[src/hdl/t2_pkg.sv]
/*
  Package for the timer-2 block: register offsets, field positions,
  reset values, the machine-tick divider and the carrier structs.
  Assumes a 32-bit APB bus and a single pclk domain.
*/
package t2_pkg;
  localparam logic [7:0] OFS_CONTROL  = 8'h00;
  localparam logic [7:0] OFS_CAPLOW   = 8'h04;
  localparam logic [7:0] OFS_CAPHIGH  = 8'h08;
  localparam logic [7:0] OFS_CNTLOW   = 8'h0C;
  localparam logic [7:0] OFS_CNTHIGH  = 8'h10;
  localparam logic [7:0] OFS_MODE     = 8'h14;
  localparam logic [7:0] OFS_POWER    = 8'h18;
  localparam logic [7:0] OFS_IRQ_STAT = 8'h1C;
  localparam logic [7:0] OFS_IRQ_MASK = 8'h20;

  localparam int BIT_OVF    = 7;
  localparam int BIT_EXF    = 6;
  localparam int BIT_RXSEL  = 5;
  localparam int BIT_TXSEL  = 4;
  localparam int BIT_EXEN   = 3;
  localparam int BIT_RUN    = 2;
  localparam int BIT_SRC    = 1;
  localparam int BIT_CAPSEL = 0;
  localparam int BIT_DOWN_COUNT_ENABLE   = 0;
  localparam int BIT_RX2    = 1;
  localparam int BIT_TX2    = 0;

  localparam logic [7:0]  RST_CONTROL = 8'h00;
  localparam logic [7:0]  RST_BYTE    = 8'h00;
  localparam logic [1:0]  RST_IRQ     = 2'h0;
  localparam logic [3:0]  TICK_DIV    = 4'hC;

  typedef struct packed {
    logic       ovf;
    logic       exf;
    logic       rx_sel;
    logic       tx_sel;
    logic       exen;
    logic       run;
    logic       src;
    logic       capsel;
  } t2_ctrl_t;

  typedef struct packed {
    logic       rx1_t2;
    logic       tx1_t2;
    logic       rx2_t2;
    logic       tx2_t2;
  } t2_baud_t;
endpackage

[src/hdl/t2_sync.sv]
/*
  Two-flop synchroniser with a falling-edge detector behind it.
  Assumes an asynchronous pin input and pclk domain.
*/
`timescale 1ns/1ps
module t2_sync
(
  input  wire logic pclk,
  input  wire logic presetn,
  input  wire logic pin_in,
  output logic      level,
  output logic      fall
);
  import t2_pkg::*;
  logic             meta_ff;
  logic             sync_ff;
  logic             last_ff;

  always_ff @(posedge pclk or negedge presetn)
  begin
    if (!presetn)
    begin
      meta_ff <= 1'b1;
      sync_ff <= 1'b1;
      last_ff <= 1'b1;
    end
    else
    begin
      meta_ff <= pin_in;
      sync_ff <= meta_ff;
      last_ff <= sync_ff;
    end
  end

  assign level = sync_ff;
  assign fall  = last_ff & ~sync_ff;
endmodule

[src/hdl/t2_tick.sv]
/*
  Machine-clock tick generator: one pulse every DIV pclk cycles.
  Assumes the core machine cycle is a fixed division of pclk.
*/
`timescale 1ns/1ps
module t2_tick
#(
  parameter logic [3:0] DIV = t2_pkg::TICK_DIV
)
(
  input  wire logic pclk,
  input  wire logic presetn,
  output logic      tick
);
  import t2_pkg::*;
  logic [3:0]       cnt_ff;
  wire              wrap = (cnt_ff == DIV - 4'h1);

  always_ff @(posedge pclk or negedge presetn)
  begin
    if (!presetn)
      cnt_ff <= 4'h0;
    else
      cnt_ff <= wrap ? 4'h0 : cnt_ff + 4'h1;
  end

  assign tick = wrap;
endmodule

[src/hdl/t2_timer.sv]
/*
  Timer 2: 16-bit capture, auto-reload and baud-rate generator with
  APB register access and a level interrupt.
  Assumes a zero-wait APB master on pclk and asynchronous trigger and
  count pins; UARTs consume the overflow pulse and the clock selects.
*/
`timescale 1ns/1ps
module t2_timer
(
  input  wire logic        pclk,
  input  wire logic        presetn,
  input  wire logic        psel,
  input  wire logic        penable,
  input  wire logic        pwrite,
  input  wire logic [7:0]  paddr,
  input  wire logic [31:0] pwdata,
  output logic [31:0]      prdata,
  output logic             pready,
  output logic             pslverr,
  input  wire logic        trigger_pin,
  input  wire logic        count_pin,
  output logic             overflow_pulse,
  output t2_pkg::t2_baud_t baud_sel,
  output logic             irq
);
  import t2_pkg::*;

  t2_ctrl_t     ctl_ff;
  logic [7:0]   cap_lo_ff;
  logic [7:0]   cap_hi_ff;
  logic [15:0]  cnt_ff;
  logic         down_count_enable_ff;
  logic [1:0]   pwr_ff;
  logic [1:0]   imask_ff;
  logic         ovf_pulse_ff;

  logic         trig_lvl;
  logic         trig_fall;
  logic         cnt_fall;
  logic         mtick;

  t2_sync u_trig
  (
    .pclk    (pclk),
    .presetn (presetn),
    .pin_in  (trigger_pin),
    .level   (trig_lvl),
    .fall    (trig_fall)
  );

  t2_sync u_cnt
  (
    .pclk    (pclk),
    .presetn (presetn),
    .pin_in  (count_pin),
    .level   (),
    .fall    (cnt_fall)
  );

  t2_tick u_tick
  (
    .pclk    (pclk),
    .presetn (presetn),
    .tick    (mtick)
  );

  function automatic logic hit(input logic [7:0] a, input logic [7:0] o);
    hit = (a == o);
  endfunction

  // APB decode
  wire          wr_en    = psel & penable & pwrite;
  wire          wr_ctl   = wr_en & hit(paddr, OFS_CONTROL);
  wire          wr_caplo = wr_en & hit(paddr, OFS_CAPLOW);
  wire          wr_caphi = wr_en & hit(paddr, OFS_CAPHIGH);
  wire          wr_cntlo = wr_en & hit(paddr, OFS_CNTLOW);
  wire          wr_cnthi = wr_en & hit(paddr, OFS_CNTHIGH);
  wire          wr_mode  = wr_en & hit(paddr, OFS_MODE);
  wire          wr_pwr   = wr_en & hit(paddr, OFS_POWER);
  wire          wr_stat  = wr_en & hit(paddr, OFS_IRQ_STAT);
  wire          wr_mask  = wr_en & hit(paddr, OFS_IRQ_MASK);
  wire          mapped   = hit(paddr, OFS_CONTROL) | hit(paddr, OFS_CAPLOW)
                         | hit(paddr, OFS_CAPHIGH) | hit(paddr, OFS_CNTLOW)
                         | hit(paddr, OFS_CNTHIGH) | hit(paddr, OFS_MODE)
                         | hit(paddr, OFS_POWER) | hit(paddr, OFS_IRQ_STAT)
                         | hit(paddr, OFS_IRQ_MASK);

  // Mode decode
  wire          baud_mode = ctl_ff.rx_sel | ctl_ff.tx_sel
                          | pwr_ff[BIT_RX2] | pwr_ff[BIT_TX2];
  wire          capture_mode = ctl_ff.capsel & ~baud_mode;
  wire          down_mode = down_count_enable_ff & ~capture_mode & ~baud_mode;
  wire          count_dn  = down_mode & ~trig_lvl;
  wire          step = ctl_ff.run
                     & (ctl_ff.src ? cnt_fall : mtick);
  wire          pin_evt = ctl_ff.exen & trig_fall;
  wire          pin_act = pin_evt & ~baud_mode & ~down_mode;
  wire          do_cap  = pin_act & capture_mode;
  wire [15:0]   reload_val = {cap_hi_ff, cap_lo_ff};
  wire          up_ovf  = step & ~count_dn & (cnt_ff == 16'hFFFF);
  wire          dn_ovf  = step & count_dn & (cnt_ff == reload_val);
  wire          ovf     = up_ovf | dn_ovf;
  wire          reload_ovf = ovf & ~capture_mode;
  wire          do_rld  = pin_act & ~capture_mode;
  wire          set_ovf = ovf & ~baud_mode;
  wire          set_exf = pin_evt & (~down_mode | baud_mode);

  wire [1:0]    stat = {ctl_ff.exf, ctl_ff.ovf};
  wire [15:0]   nxt_step = count_dn ? cnt_ff - 16'h0001 : cnt_ff + 16'h0001;

  logic [15:0]  nxt_cnt_ff;
  always_comb
  begin
    nxt_cnt_ff = cnt_ff;
    if (wr_cntlo)
      nxt_cnt_ff[7:0] = pwdata[7:0];
    if (wr_cnthi)
      nxt_cnt_ff[15:8] = pwdata[7:0];
    if (do_rld)
      nxt_cnt_ff = reload_val;
    else if (dn_ovf)
      nxt_cnt_ff = 16'hFFFF;
    else if (up_ovf && reload_ovf)
      nxt_cnt_ff = reload_val;
    else if (step)
      nxt_cnt_ff = nxt_step;
  end

  // Flags: hardware set wins over software clear
  wire          clr_ovf = (wr_ctl & ~pwdata[BIT_OVF])
                        | (wr_stat & pwdata[0]);
  wire          clr_exf = (wr_ctl & ~pwdata[BIT_EXF])
                        | (wr_stat & pwdata[1]);
  wire          nxt_ovf = set_ovf | (ctl_ff.ovf & ~clr_ovf);
  wire          nxt_exf = set_exf | (ctl_ff.exf & ~clr_exf);

  always_ff @(posedge pclk or negedge presetn)
  begin
    if (!presetn)
    begin
      ctl_ff       <= RST_CONTROL;
      cnt_ff       <= 16'h0000;
      ovf_pulse_ff <= 1'b0;
    end
    else
    begin
      if (wr_ctl)
        ctl_ff[5:0] <= pwdata[5:0];
      ctl_ff.ovf   <= nxt_ovf;
      ctl_ff.exf   <= nxt_exf;
      cnt_ff       <= nxt_cnt_ff;
      ovf_pulse_ff <= ovf;
    end
  end

  always_ff @(posedge pclk or negedge presetn)
  begin
    if (!presetn)
    begin
      cap_lo_ff <= RST_BYTE;
      cap_hi_ff <= RST_BYTE;
    end
    else if (do_cap)
    begin
      cap_lo_ff <= cnt_ff[7:0];
      cap_hi_ff <= cnt_ff[15:8];
    end
    else
    begin
      if (wr_caplo)
        cap_lo_ff <= pwdata[7:0];
      if (wr_caphi)
        cap_hi_ff <= pwdata[7:0];
    end
  end

  always_ff @(posedge pclk or negedge presetn)
  begin
    if (!presetn)
    begin
      down_count_enable_ff  <= 1'b0;
      pwr_ff   <= 2'h0;
      imask_ff <= RST_IRQ;
    end
    else
    begin
      if (wr_mode)
        down_count_enable_ff <= pwdata[BIT_DOWN_COUNT_ENABLE];
      if (wr_pwr)
        pwr_ff <= pwdata[1:0];
      if (wr_mask)
        imask_ff <= pwdata[1:0];
    end
  end

  // Read mux
  logic [7:0]   rd_byte;
  always_comb
  begin
    rd_byte = 8'h00;
    if (hit(paddr, OFS_CONTROL))
      rd_byte = ctl_ff;
    else if (hit(paddr, OFS_CAPLOW))
      rd_byte = cap_lo_ff;
    else if (hit(paddr, OFS_CAPHIGH))
      rd_byte = cap_hi_ff;
    else if (hit(paddr, OFS_CNTLOW))
      rd_byte = cnt_ff[7:0];
    else if (hit(paddr, OFS_CNTHIGH))
      rd_byte = cnt_ff[15:8];
    else if (hit(paddr, OFS_MODE))
      rd_byte = {7'h00, down_count_enable_ff};
    else if (hit(paddr, OFS_POWER))
      rd_byte = {6'h00, pwr_ff};
    else if (hit(paddr, OFS_IRQ_STAT))
      rd_byte = {6'h00, stat};
    else if (hit(paddr, OFS_IRQ_MASK))
      rd_byte = {6'h00, imask_ff};
  end

  assign prdata  = {24'h000000, rd_byte};
  assign pready  = 1'b1;
  assign pslverr = psel & penable & ~mapped;

  assign overflow_pulse = ovf_pulse_ff;
  assign baud_sel.rx1_t2 = ctl_ff.rx_sel;
  assign baud_sel.tx1_t2 = ctl_ff.tx_sel;
  assign baud_sel.rx2_t2 = pwr_ff[BIT_RX2];
  assign baud_sel.tx2_t2 = pwr_ff[BIT_TX2];
  assign irq = |(stat & imask_ff);
endmodule
[config.mk]
export PLATFORM = sky130hd
export DESIGN_NAME = t2_timer
export DESIGN_NICKNAME = d
export VERILOG_FILES = /design/src/hdl/t2_pkg.sv /design/src/hdl/t2_sync.sv /design/src/hdl/t2_tick.sv /design/src/hdl/t2_timer.sv
export SDC_FILE = /design/constraint.sdc
export NUM_CORES = 1
export LEC_CHECK = 0
export BUFFER_PORTS_ARGS = -buffer_cell sky130_fd_sc_hd__buf_2
export CORE_MARGIN = 10
export CORE_UTILIZATION = 40
export DETAILED_ROUTE_END_ITERATION = 6
export HOLD_SLACK_MARGIN = 0.15
export PLACE_DENSITY = 0.71
export SLEW_MARGIN = 25
export SYNTH_ARGS = -nofsm -noshare
export SYNTH_HDL_FRONTEND = slang
export SYNTH_SLANG_ARGS = --single-unit
[constraint.sdc]
create_clock -name pclk -period 3.85 [get_ports pclk]
set_input_delay 0.1925 -clock pclk [delete_from_list [all_inputs] [get_ports pclk]]
set_output_delay 0.1925 -clock pclk [all_outputs]
set_load 0.1 [all_outputs]
==> results.yml, run 1 <==
detailed_routing:
  drtAntennaViolNets: 0
  wl_per_cell_um: 18.83
  first_pass_iters: 4
  num_vias: 3981
  drc: 0
  drt-initial-drc-count: 299
  totalWireLength_mm: 12.62
  via_per_inst: 5.942
power_and_ir_drop:
  cellLeakagePower_nw: 1.927
  internal_power_uw: 847.5
  p_sw_share_pct: 38.98
  p_comb_share_pct: 25.4
  vdd_drop_max_uv: 221.4
  p_clk_share_pct: 25.9
  seq_power_share_pct: 48.7
  power.switching_uw: 541.4
  powerDensity_mw_per_mm2: 300.2
global_routing:
  grt_pass1_vias: 3842
  track_usage_pct: 16.24
  grt_pass1_wl_mm: 20.07
  antenna_found_initial: 0
  grt_max_degree: 57
  grt-ovfl-total: 0
cells_and_area:
  postLayoutCellArea_mm2: 0.004627
  layout_common_cells: "63 x nand2_1, 50 x dfrtp_1, 37 x buf_2"
  stdcell_count: 670
  area.growth.synth_to_final_pct: 8.382
  drive_gt1_share_pct: 16.67
  antenna_cells: 0
  fin_nets: 582
  mostFrequentLayoutCell: "nand2_1"
clock_network:
  cts_setup_buffers: 0
  clock_latency_ns: 0.32
  cts_buffer_depth: 2
  hold_buffers: 3
  cts_tree: "done"
  clockRootBuffer: "clkbuf_8"
  h-tree-depth: 2
  clkTransAtPathRegs_ns: 0.12
  cts_resized: 0
  cts_buffers: 5
  clock-sinks: 56
timing:
  period_share_pct: 86.04
  final-setup-viol-count: 0
  tightest_slew_ns: 0.8422
  fin_crit_ns: 3.313
  fin_worst_skew_ns: 0.008795
  max_freq_mhz: 301.9
  fin_tns_setup_ns: 0
  report.final.slew_viol_count: 0
  finalHoldViolations: 0
  rsz0062_at_grt: "no"
  max_slew_margin_pct: 43.85
synth:
  syn_inst: 508
  yosys.area.top_type_share_pct: 29.31
  synth.ff_latch_count: 56
  async_reset_ff_share_pct: 100.0
  synth.distinct_cells: 63
  synth_area_per_cell_um2: 8.404
  synth_edf_count: 0
  synth_area_leaders: "dfrtp_1 29%, mux2i_1 7.7%, nand2_1 5.5%"
  syn_area_mm2: 0.004269
  yosys_warnings: 0
  yosysSeqAreaShare_pct: 33.00
  synth_top_area_cell: "dfrtp_1"
  synth_top_flop_cell: "dfrtp_1"
flow_run:
  cap_violations: 0
placed_design:
  dpl-instance-area_mm2: 0.004496
  io_buffers: 37
  gp_congestion: 0.9926
  hpwl_mm: 9.448
  dp.cells: 659
critical_path:
  cp_top_family: "compound AO/OA/AOI/OAI gates"
  required_ns: 4.04
  startpoint: "down_count_enable_ff"
  slowest_stage: "nor3b_2"
  cp_max_fo: 8
  critPathLaunchType: "register"
  crit_buf_inv: 0
  r2r_start: "down_count_enable_ff"
  arrival_ns: 3.50
  crit_path_max_incr_delay_ns: 0.54
  critPathCaptureType: "register"
  crit_top_cell: "xnor2_1"
  path_class: "reg2reg"
  crit_chain: "nor3b_2 > nand2_1 > xnor2_1 > ha_1 > nor2_1 > a211o_1 > a222oi_1 > mux2i_1 > xnor2_1 > a211oi_1 > o31ai_2"
die:
  die_h_um: 123.3
  start_util_pct: 41.17
  dieArea_mm2: 0.01521
  die_x_um: 123.3
  ioPinCount: 87
  core_mm2: 0.01037
  rows: 37
worst_hold_path:
  worstHoldPathType: "in2reg"
  worstHoldStart: "pwdata[2]"
outcome:
  outcome: "finished clean"
-- metal layers --
layer | global-route usage (%) | vias to the layer above | routed length (µm)
met5 | 0 | - | 0
met2 | 26.63 | 196 | 5971
li1 | - | 1856 | -
met4 | 5.240 | 0 | 196
met1 | 21.31 | 1907 | 5419
met3 | 2.735 | 22 | 1031
-- cell usage after synthesis, drive strengths merged, types with 2 or more instances --
library cell,number
or4,5
nand4,12
a222oi,2
o311ai,2
conb,2
dfstp,6
clkbuf,27
nor2,31
o211ai,5
or3,5
o22ai,9
buf,35
and3,7
inv,6
nand2,63
ha,2
and4,4
a211o,2
o31ai,6
xnor2,23
o21ai,45
a221oi,3
o21a,3
nor4,5
and2,7
xor2,6
mux2,11
nor3b,4
dfrtp,50
a41oi,2
nand3,12
nand4b,4
o2111ai,2
a211oi,6
nor3,17
a21oi,19
a22o,3
a21o,2
a22oi,2
mux2i,33
a31oi,6
-- state kept, by name, summed over array words and instances (netlist names), 2 cells and up --
| register | flops |
|---|---|
| u_tick.cnt_ff | 4 |
| ctl_ff | 6 |
| imask_ff | 2 |
| cnt_ff | 16 |
| cap_hi_ff | 8 |
| baud_sel | 2 |
| cap_lo_ff | 8 |
| pwr_ff | 2 |
-- final timing paths --
path	end	slack [ns]	cells after the start
setup / recovery	cnt_ff[14]	0.54	11
hold / removal	ctl_ff[2]	0.18	2
setup reg to reg	cnt_ff[14]	0.54	11
hold reg to reg	u_cnt.level	0.37	0
max in group asynchronous	ctl_ff[6]	2.85	3
min in group asynchronous	u_tick.cnt_ff[0]	0.52	3
-- through the flow --
step | util, % | total power [mW] | setup WS [ns] | hold slack, ns
floorplan | - | 0.9562 | 0.3244 | -0.1031
global placement | 43.35 | 1.023 | 0.6116 | 0.2980
detailed placement | 43.35 | 1.027 | 0.5743 | 0.2994
CTS | 44.58 | 1.389 | 0.5360 | 0.1722
global route | 44.62 | 1.449 | 0.2736 | 0.1868
finish | 44.62 | 1.389 | 0.5373 | 0.1818
-- worst register-to-register path: cells and delay by family, from the launching register on --
kind	cells	cell delay, ns
AO/OA/AOI/OAI	4	1.05
AND/OR/NAND/NOR	3	0.82
flip-flops	1	0.47
multiplexers	1	0.30
XOR/XNOR	2	0.29
adder cells (fa/ha/maj)	1	0.25
-- cell type report --
class | instances | area, µm²
multi-input combinational | 407 | 2585
clock inverter | 3 | 28.78
timing repair buffer | 57 | 342.8
tap | 136 | 170.2
inverter | 6 | 22.52
sequential | 56 | 1409
clock buffer | 5 | 68.82
fill | 1032 | 5743
-- power by group through the flow --
stage | clock network (mW) | logic (mW) | registers (mW)
finish | 0.360 | 0.353 | 0.676
global placement | 0 | 0.340 | 0.684
detailed placement | 0 | 0.342 | 0.685
CTS | 0.369 | 0.346 | 0.673
floorplan | 0 | 0.311 | 0.645
global route | 0.395 | 0.375 | 0.680
-- logic make-up (layout without fill, tap and decap cells) --
family / Yosys count / in the layout / share of synthesized area (%)
and+or+nand+nor: 183 / 183 / 22.45
AOI/OAI and AO/OA: 124 / 124 / 18.52
other: 2 / 25 / 0.1759
adders and majority gates: 2 / 2 / 0.5861
DFF: 56 / 56 / 33.00
xor gates and xnor gates: 29 / 29 / 5.950
buffers and inverters: 68 / 71 / 8.675
muxes: 44 / 44 / 10.64
Power figures use the tool's default switching activity.
==> inputs of run 2 (changes only) <==
--- a/config.mk
+++ b/config.mk
@@ -10,6 +10,7 @@
 export CORE_UTILIZATION = 40
 export DETAILED_ROUTE_END_ITERATION = 6
 export HOLD_SLACK_MARGIN = 0.15
+export MAX_ROUTING_LAYER = met4
 export PLACE_DENSITY = 0.71
 export SLEW_MARGIN = 25
 export SYNTH_ARGS = -nofsm -noshare
==> run 2 against run 1 <==
Net effect:
- non-clock buffer count shrank 4
- critical endpoint unchanged
- largest cell class unchanged
- sequential cell count is the same
- first-iteration DRC count grew 2.7%
==> results.yml, run 2 (synthesis results as in run 1) <==
outcome:
  outcome: "finished clean"
placed_design:
  hpwl_mm: 9.305
  io_buffers: 37
  dp.cells: 655
  gp_congestion: 0.9988
die:
  ioPinCount: 87
  die_h_um: 123.3
  core_mm2: 0.01037
  start_util_pct: 41.17
  die_x_um: 123.3
  dieArea_mm2: 0.01521
  rows: 37
critical_path:
  crit_top_cell: "xnor2_1"
  required_ns: 4.04
  crit_chain: "nor3b_2 > nand2_1 > xnor2_1 > ha_1 > nor2_1 > a211o_1 > a222oi_1 > mux2i_1 > xnor2_1 > a211oi_1 > o31ai_2"
  critPathCaptureType: "register"
  r2r_start: "ctl_ff[0]"
  rr_worst_depth: 11
  cp_max_fo: 7
  slowest_stage: "nor3b_2"
  rrSetupSlack_ns: 0.52
  critPathLaunchType: "register"
  r2r-end: "cnt_ff[14]"
  crit_path_max_incr_delay_ns: 0.54
  arrival_ns: 3.53
  path_class: "reg2reg"
cells_and_area:
  stdcell_count: 666
  regMostFlops: "cnt_ff"
  drive_gt1_share_pct: 15.85
  regArea_mm2: 0.001409
  multiInputGateArea_mm2: 0.002581
  mostFrequentLayoutCell: "nand2_1"
  largest_reg_flops: 16
  antenna_cells: 0
  fin_nets: 578
  n_fill_cell: 1044
  layout_common_cells: "63 x nand2_1, 50 x dfrtp_1, 37 x buf_2"
  reg_top3: "cnt_ff (16), cap_hi_ff (8), cap_lo_ff (8)"
  area.growth.synth_to_final_pct: 7.591
flow_run:
  cap_violations: 0
global_routing:
  grt_use_met2_pct: 26.93
  antenna_found_initial: 0
  grtUsageMet1_pct: 22.23
  grt_pass1_wl_mm: 20.43
  track_usage_pct: 17.05
  grt_pass1_vias: 4017
  grt-ovfl-total: 0
  top_usage_layer: "met2"
  grt_max_degree: 57
  met3_usage_pct: 2.051
clock_network:
  cts_buffer_depth: 2
  cts_buffers: 5
  clock-sinks: 56
  cts_tree: "done"
  clock_latency_ns: 0.33
  h-tree-depth: 2
  clockRootBuffer: "clkbuf_8"
  cts_setup_buffers: 0
  clkTransAtPathRegs_ns: 0.11
detailed_routing:
  wl_per_cell_um: 19.12
  first_pass_iters: 5
  via_per_inst: 6.077
  drtAntennaViolNets: 0
  drc: 0
  num_vias: 4047
  totalWireLength_mm: 12.73
  drt-initial-drc-count: 307
timing:
  final-setup-viol-count: 0
  rsz0062_at_grt: "no"
  finalHoldViolations: 0
  max_slew_margin_pct: 40.11
  report.final.slew_viol_count: 0
  max_freq_mhz: 299.9
  period_share_pct: 86.60
  fin_crit_ns: 3.334
  fin_tns_setup_ns: 0
  fin_worst_skew_ns: 0.005038
  tightest_slew_ns: 0.8984
power_and_ir_drop:
  vdd_drop_max_uv: 158.5
  powerDensity_mw_per_mm2: 300.7
  cellLeakagePower_nw: 1.904
worst_hold_path:
  worstHoldStart: "pwdata[2]"
  whs_endpoint: "ctl_ff[2]"
  worstHoldPathType: "in2reg"
  whs_path_depth: 2
run 2: cell types whose count changed in the layout (fill, tap and decap cells not counted), sizes merged:
cell	change
buf	-4
run 2: worst max path at each step:
stage,start,end,slack (ns),depth (start not counted)
global placement,ctl_ff[0],cnt_ff[14],0.66,11
CTS,ctl_ff[0],cnt_ff[14],0.57,11
finish,ctl_ff[0],cnt_ff[14],0.52,11
global route,ctl_ff[0],cnt_ff[14],0.36,11
detailed placement,ctl_ff[0],cnt_ff[14],0.59,11
floorplan,pwr_ff[1],cnt_ff[14],0.32,12
run 2: layout make-up:
type	instances	area share, %
clock buffer	5	1.498
timing repair buffer	53	6.810
sequential	56	30.67
clock inverter	3	0.6265
tap	136	3.705
inverter	6	0.4903
multi-input combinational	407	56.20
run 2: metal layers:
layer | up-vias | share of wire [%]
li1 | 1847 | -
met1 | 1970 | 43
met2 | 199 | 47
met3 | 31 | 7.5
met4 | 0 | 2.1
met5 | - | 0
run 2: worst max-delay path, delay by kind of cell, from the launching register on:
kind / cells / cell delay (ns)
adders and majority gates: 1 / 0.23
and+or+nand+nor: 3 / 0.85
DFF: 1 / 0.46
AOI/OAI and AO/OA: 4 / 1.07
xor gates and xnor gates: 2 / 0.28
muxes: 1 / 0.29
run 2: power breakdown:
group | internal (mW) | switching (mW) | total, mW
combinational | 0.0832 | 0.228 | 0.311
clock | 0.138 | 0.234 | 0.372
sequential | 0.617 | 0.0807 | 0.697
total | 0.838 | 0.543 | 1.38
run 2: metrics by stage:
step           util [%]  power, mW  hold slack, ns  area [µm²]  worst slack (ns)
6_report          44.29      1.381          0.1697        4593            0.5159
5_1_grt           44.29      1.435          0.1792        4593            0.3583
4_1_cts           44.29      1.377          0.1679        4593            0.5651
3_5_place_dp      43.06      1.012          0.2991        4466            0.5889
3_3_place_gp      43.06      1.008          0.2994        4466            0.6621
2_1_floorplan         -     0.9562         -0.1031        4355            0.3244
run 2: what timing repair did:
| action | 4_1_cts | 5_1_grt |
|---|---|---|
| hold endpoints to repair | 52 | 0 |
| hold buffers | 3 | 0 |
| gates resized for setup | 0 | 0 |
==> inputs of run 3 (changes only) <==
--- a/config.mk
+++ b/config.mk
@@ -7,11 +7,11 @@
 export LEC_CHECK = 0
 export BUFFER_PORTS_ARGS = -buffer_cell sky130_fd_sc_hd__buf_2
 export CORE_MARGIN = 10
-export CORE_UTILIZATION = 40
+export CORE_UTILIZATION = 51
 export DETAILED_ROUTE_END_ITERATION = 6
 export HOLD_SLACK_MARGIN = 0.15
 export MAX_ROUTING_LAYER = met4
-export PLACE_DENSITY = 0.71
+export PLACE_DENSITY = 0.85
 export SLEW_MARGIN = 25
 export SYNTH_ARGS = -nofsm -noshare
 export SYNTH_HDL_FRONTEND = slang
==> run 3 against run 2 <==
Net effect:
- hold slack better by 0.0073 ns
- sequential cell count stayed put
- highest routed layer unchanged
- via count decreased by 0.20%
- fmax grew 0.31%
- utilization up 11 points
- first-iteration DRC count up 4.6%
- critical endpoint unchanged
- clock skew increased by 0.0070 ns
- power is 1.5% higher
- die area is 18% lower
- sequential share of layout area is 0.30 points higher
- clock power increased by 3%
==> results.yml, run 3 (synthesis results as in run 1) <==
timing:
  final-setup-viol-count: 0
  rsz0062_at_grt: "no"
  max_freq_mhz: 300.9
  fin_tns_setup_ns: 0
  max_slew_margin_pct: 36.13
  fin_crit_ns: 3.324
  finalHoldViolations: 0
  report.final.slew_viol_count: 0
  fin_worst_skew_ns: 0.01203
  tightest_slew_ns: 0.9581
  period_share_pct: 86.33
detailed_routing:
  drc: 0
  first_pass_iters: 7
  drtAntennaViolNets: 0
  drt-initial-drc-count: 321
  num_vias: 4039
  via_per_inst: 6.391
  wl_per_cell_um: 20.17
  totalWireLength_mm: 12.75
critical_path:
  cp_max_fo: 7
  arrival_ns: 3.50
  startpoint: "ctl_ff[0]"
  critPathCaptureType: "register"
  path_class: "reg2reg"
  required_ns: 4.02
  r2r_start: "ctl_ff[0]"
  critPathLaunchType: "register"
global_routing:
  track_usage_pct: 20.06
  top_usage_layer: "met2"
  grt_pass1_wl_mm: 20.57
  grtUsageMet1_pct: 24.90
  met3_usage_pct: 4.455
  grt_use_met2_pct: 31.57
  grt_max_degree: 57
  grt-ovfl-total: 0
  antenna_found_initial: 0
  grt_pass1_vias: 3966
cells_and_area:
  postLayoutCoreUtil_pct: 55.65
  postLayoutCellArea_mm2: 0.004549
  antenna_cells: 0
  reg_top3: "cnt_ff (16), cap_hi_ff (8), cap_lo_ff (8)"
  area.growth.synth_to_final_pct: 6.565
  mostFrequentLayoutCell: "nand2_1"
  layout_common_cells: "63 x nand2_1, 50 x dfrtp_1, 37 x buf_2"
  regMostFlops: "cnt_ff"
  drive_gt1_share_pct: 15.37
  fin_nets: 575
  largest_reg_flops: 16
clock_network:
  clock_latency_ns: 0.32
  clkTransAtPathRegs_ns: 0.10
  clockRootBuffer: "clkbuf_8"
  cts_buffer_depth: 2
  cts_setup_buffers: 0
  hold_buffers: 3
  cts_buffers: 5
  h-tree-depth: 2
  cts_resized: 0
  clock-sinks: 56
  cts_tree: "done"
die:
  die_h_um: 111.5
  core_mm2: 0.008175
  start_util_pct: 52.22
  dieArea_mm2: 0.01243
  ioPinCount: 87
  die_x_um: 111.5
  rows: 33
placed_design:
  dpl-instance-area_mm2: 0.004412
  io_buffers: 37
  hpwl_mm: 9.377
  gp_congestion: 0.9946
worst_hold_path:
  worstHoldPathType: "in2reg"
  worstHoldStart: "pwdata[3]"
power_and_ir_drop:
  cellLeakagePower_nw: 1.893
  powerDensity_mw_per_mm2: 308.2
  vdd_drop_max_uv: 220.3
flow_run:
  cap_violations: 0
outcome:
  outcome: "finished clean"
## run 3: cell types whose count changed in the layout (fill, tap and decap cells not counted), sizes merged
cell | previous run | this run
buf | 50 | 47
clkinv | 0 | 1
inv | 9 | 6
bufinv | 0 | 1
clkbuf | 5 | 6
## run 3: layout make-up
type	instances	area [µm²]
timing repair buffer	50	290.3
sequential	56	1409
clock buffer	6	72.57
inverter	6	22.52
fill	739	3626
clock inverter	2	35.03
tap	105	131.4
multi-input combinational	407	2589
## run 3: per-layer routing
layer / vias to the layer above / routed length (µm)
met2: 238 / 5975
met1: 1927 / 5183
met5: - / 0
li1: 1835 / -
met4: 0 / 349
met3: 39 / 1241
## run 3: path summary, 6_finish.rpt
path | slack (ns) | cells past startpoint | endpoint
setup / recovery | 0.53 | 11 | cnt_ff[14]
hold / removal | 0.18 | 2 | ctl_ff[3]
setup reg to reg | 0.53 | 11 | cnt_ff[14]
hold reg to reg | 0.36 | 0 | u_cnt.level
max in group asynchronous | 2.86 | 3 | ctl_ff[7]
min in group asynchronous | 0.52 | 3 | cnt_ff[9]
## run 3: worst max-delay path: stages, from the launching register on
cell,delay (ns)
dfrtp_1,0.46
nor3b_2,0.59
nand2_1,0.18
xnor2_1,0.18
ha_1,0.23
nor2_1,0.10
a211o_1,0.32
a222oi_1,0.40
mux2i_1,0.26
xnor2_1,0.09
a211oi_1,0.31
o31ai_2,0.08
## run 3: where the power goes
part | internal (mW) | total, mW | switching (mW)
combinational | 0.0840 | 0.318 | 0.234
sequential | 0.617 | 0.699 | 0.0824
clock | 0.193 | 0.385 | 0.192
total | 0.894 | 1.40 | 0.508
## run 3: through the flow
step / cells / hold WS [ns] / setup WS, ns / power [mW]
floorplan: 531 / -0.1031 / 0.3244 / 0.9562
global placement: 621 / 0.2992 / 0.6796 / 1.012
detailed placement: 621 / 0.2994 / 0.6342 / 1.016
CTS: 632 / 0.1741 / 0.5998 / 1.401
global route: 632 / 0.1863 / 0.3036 / 1.454
finish: 632 / 0.1770 / 0.5262 / 1.402
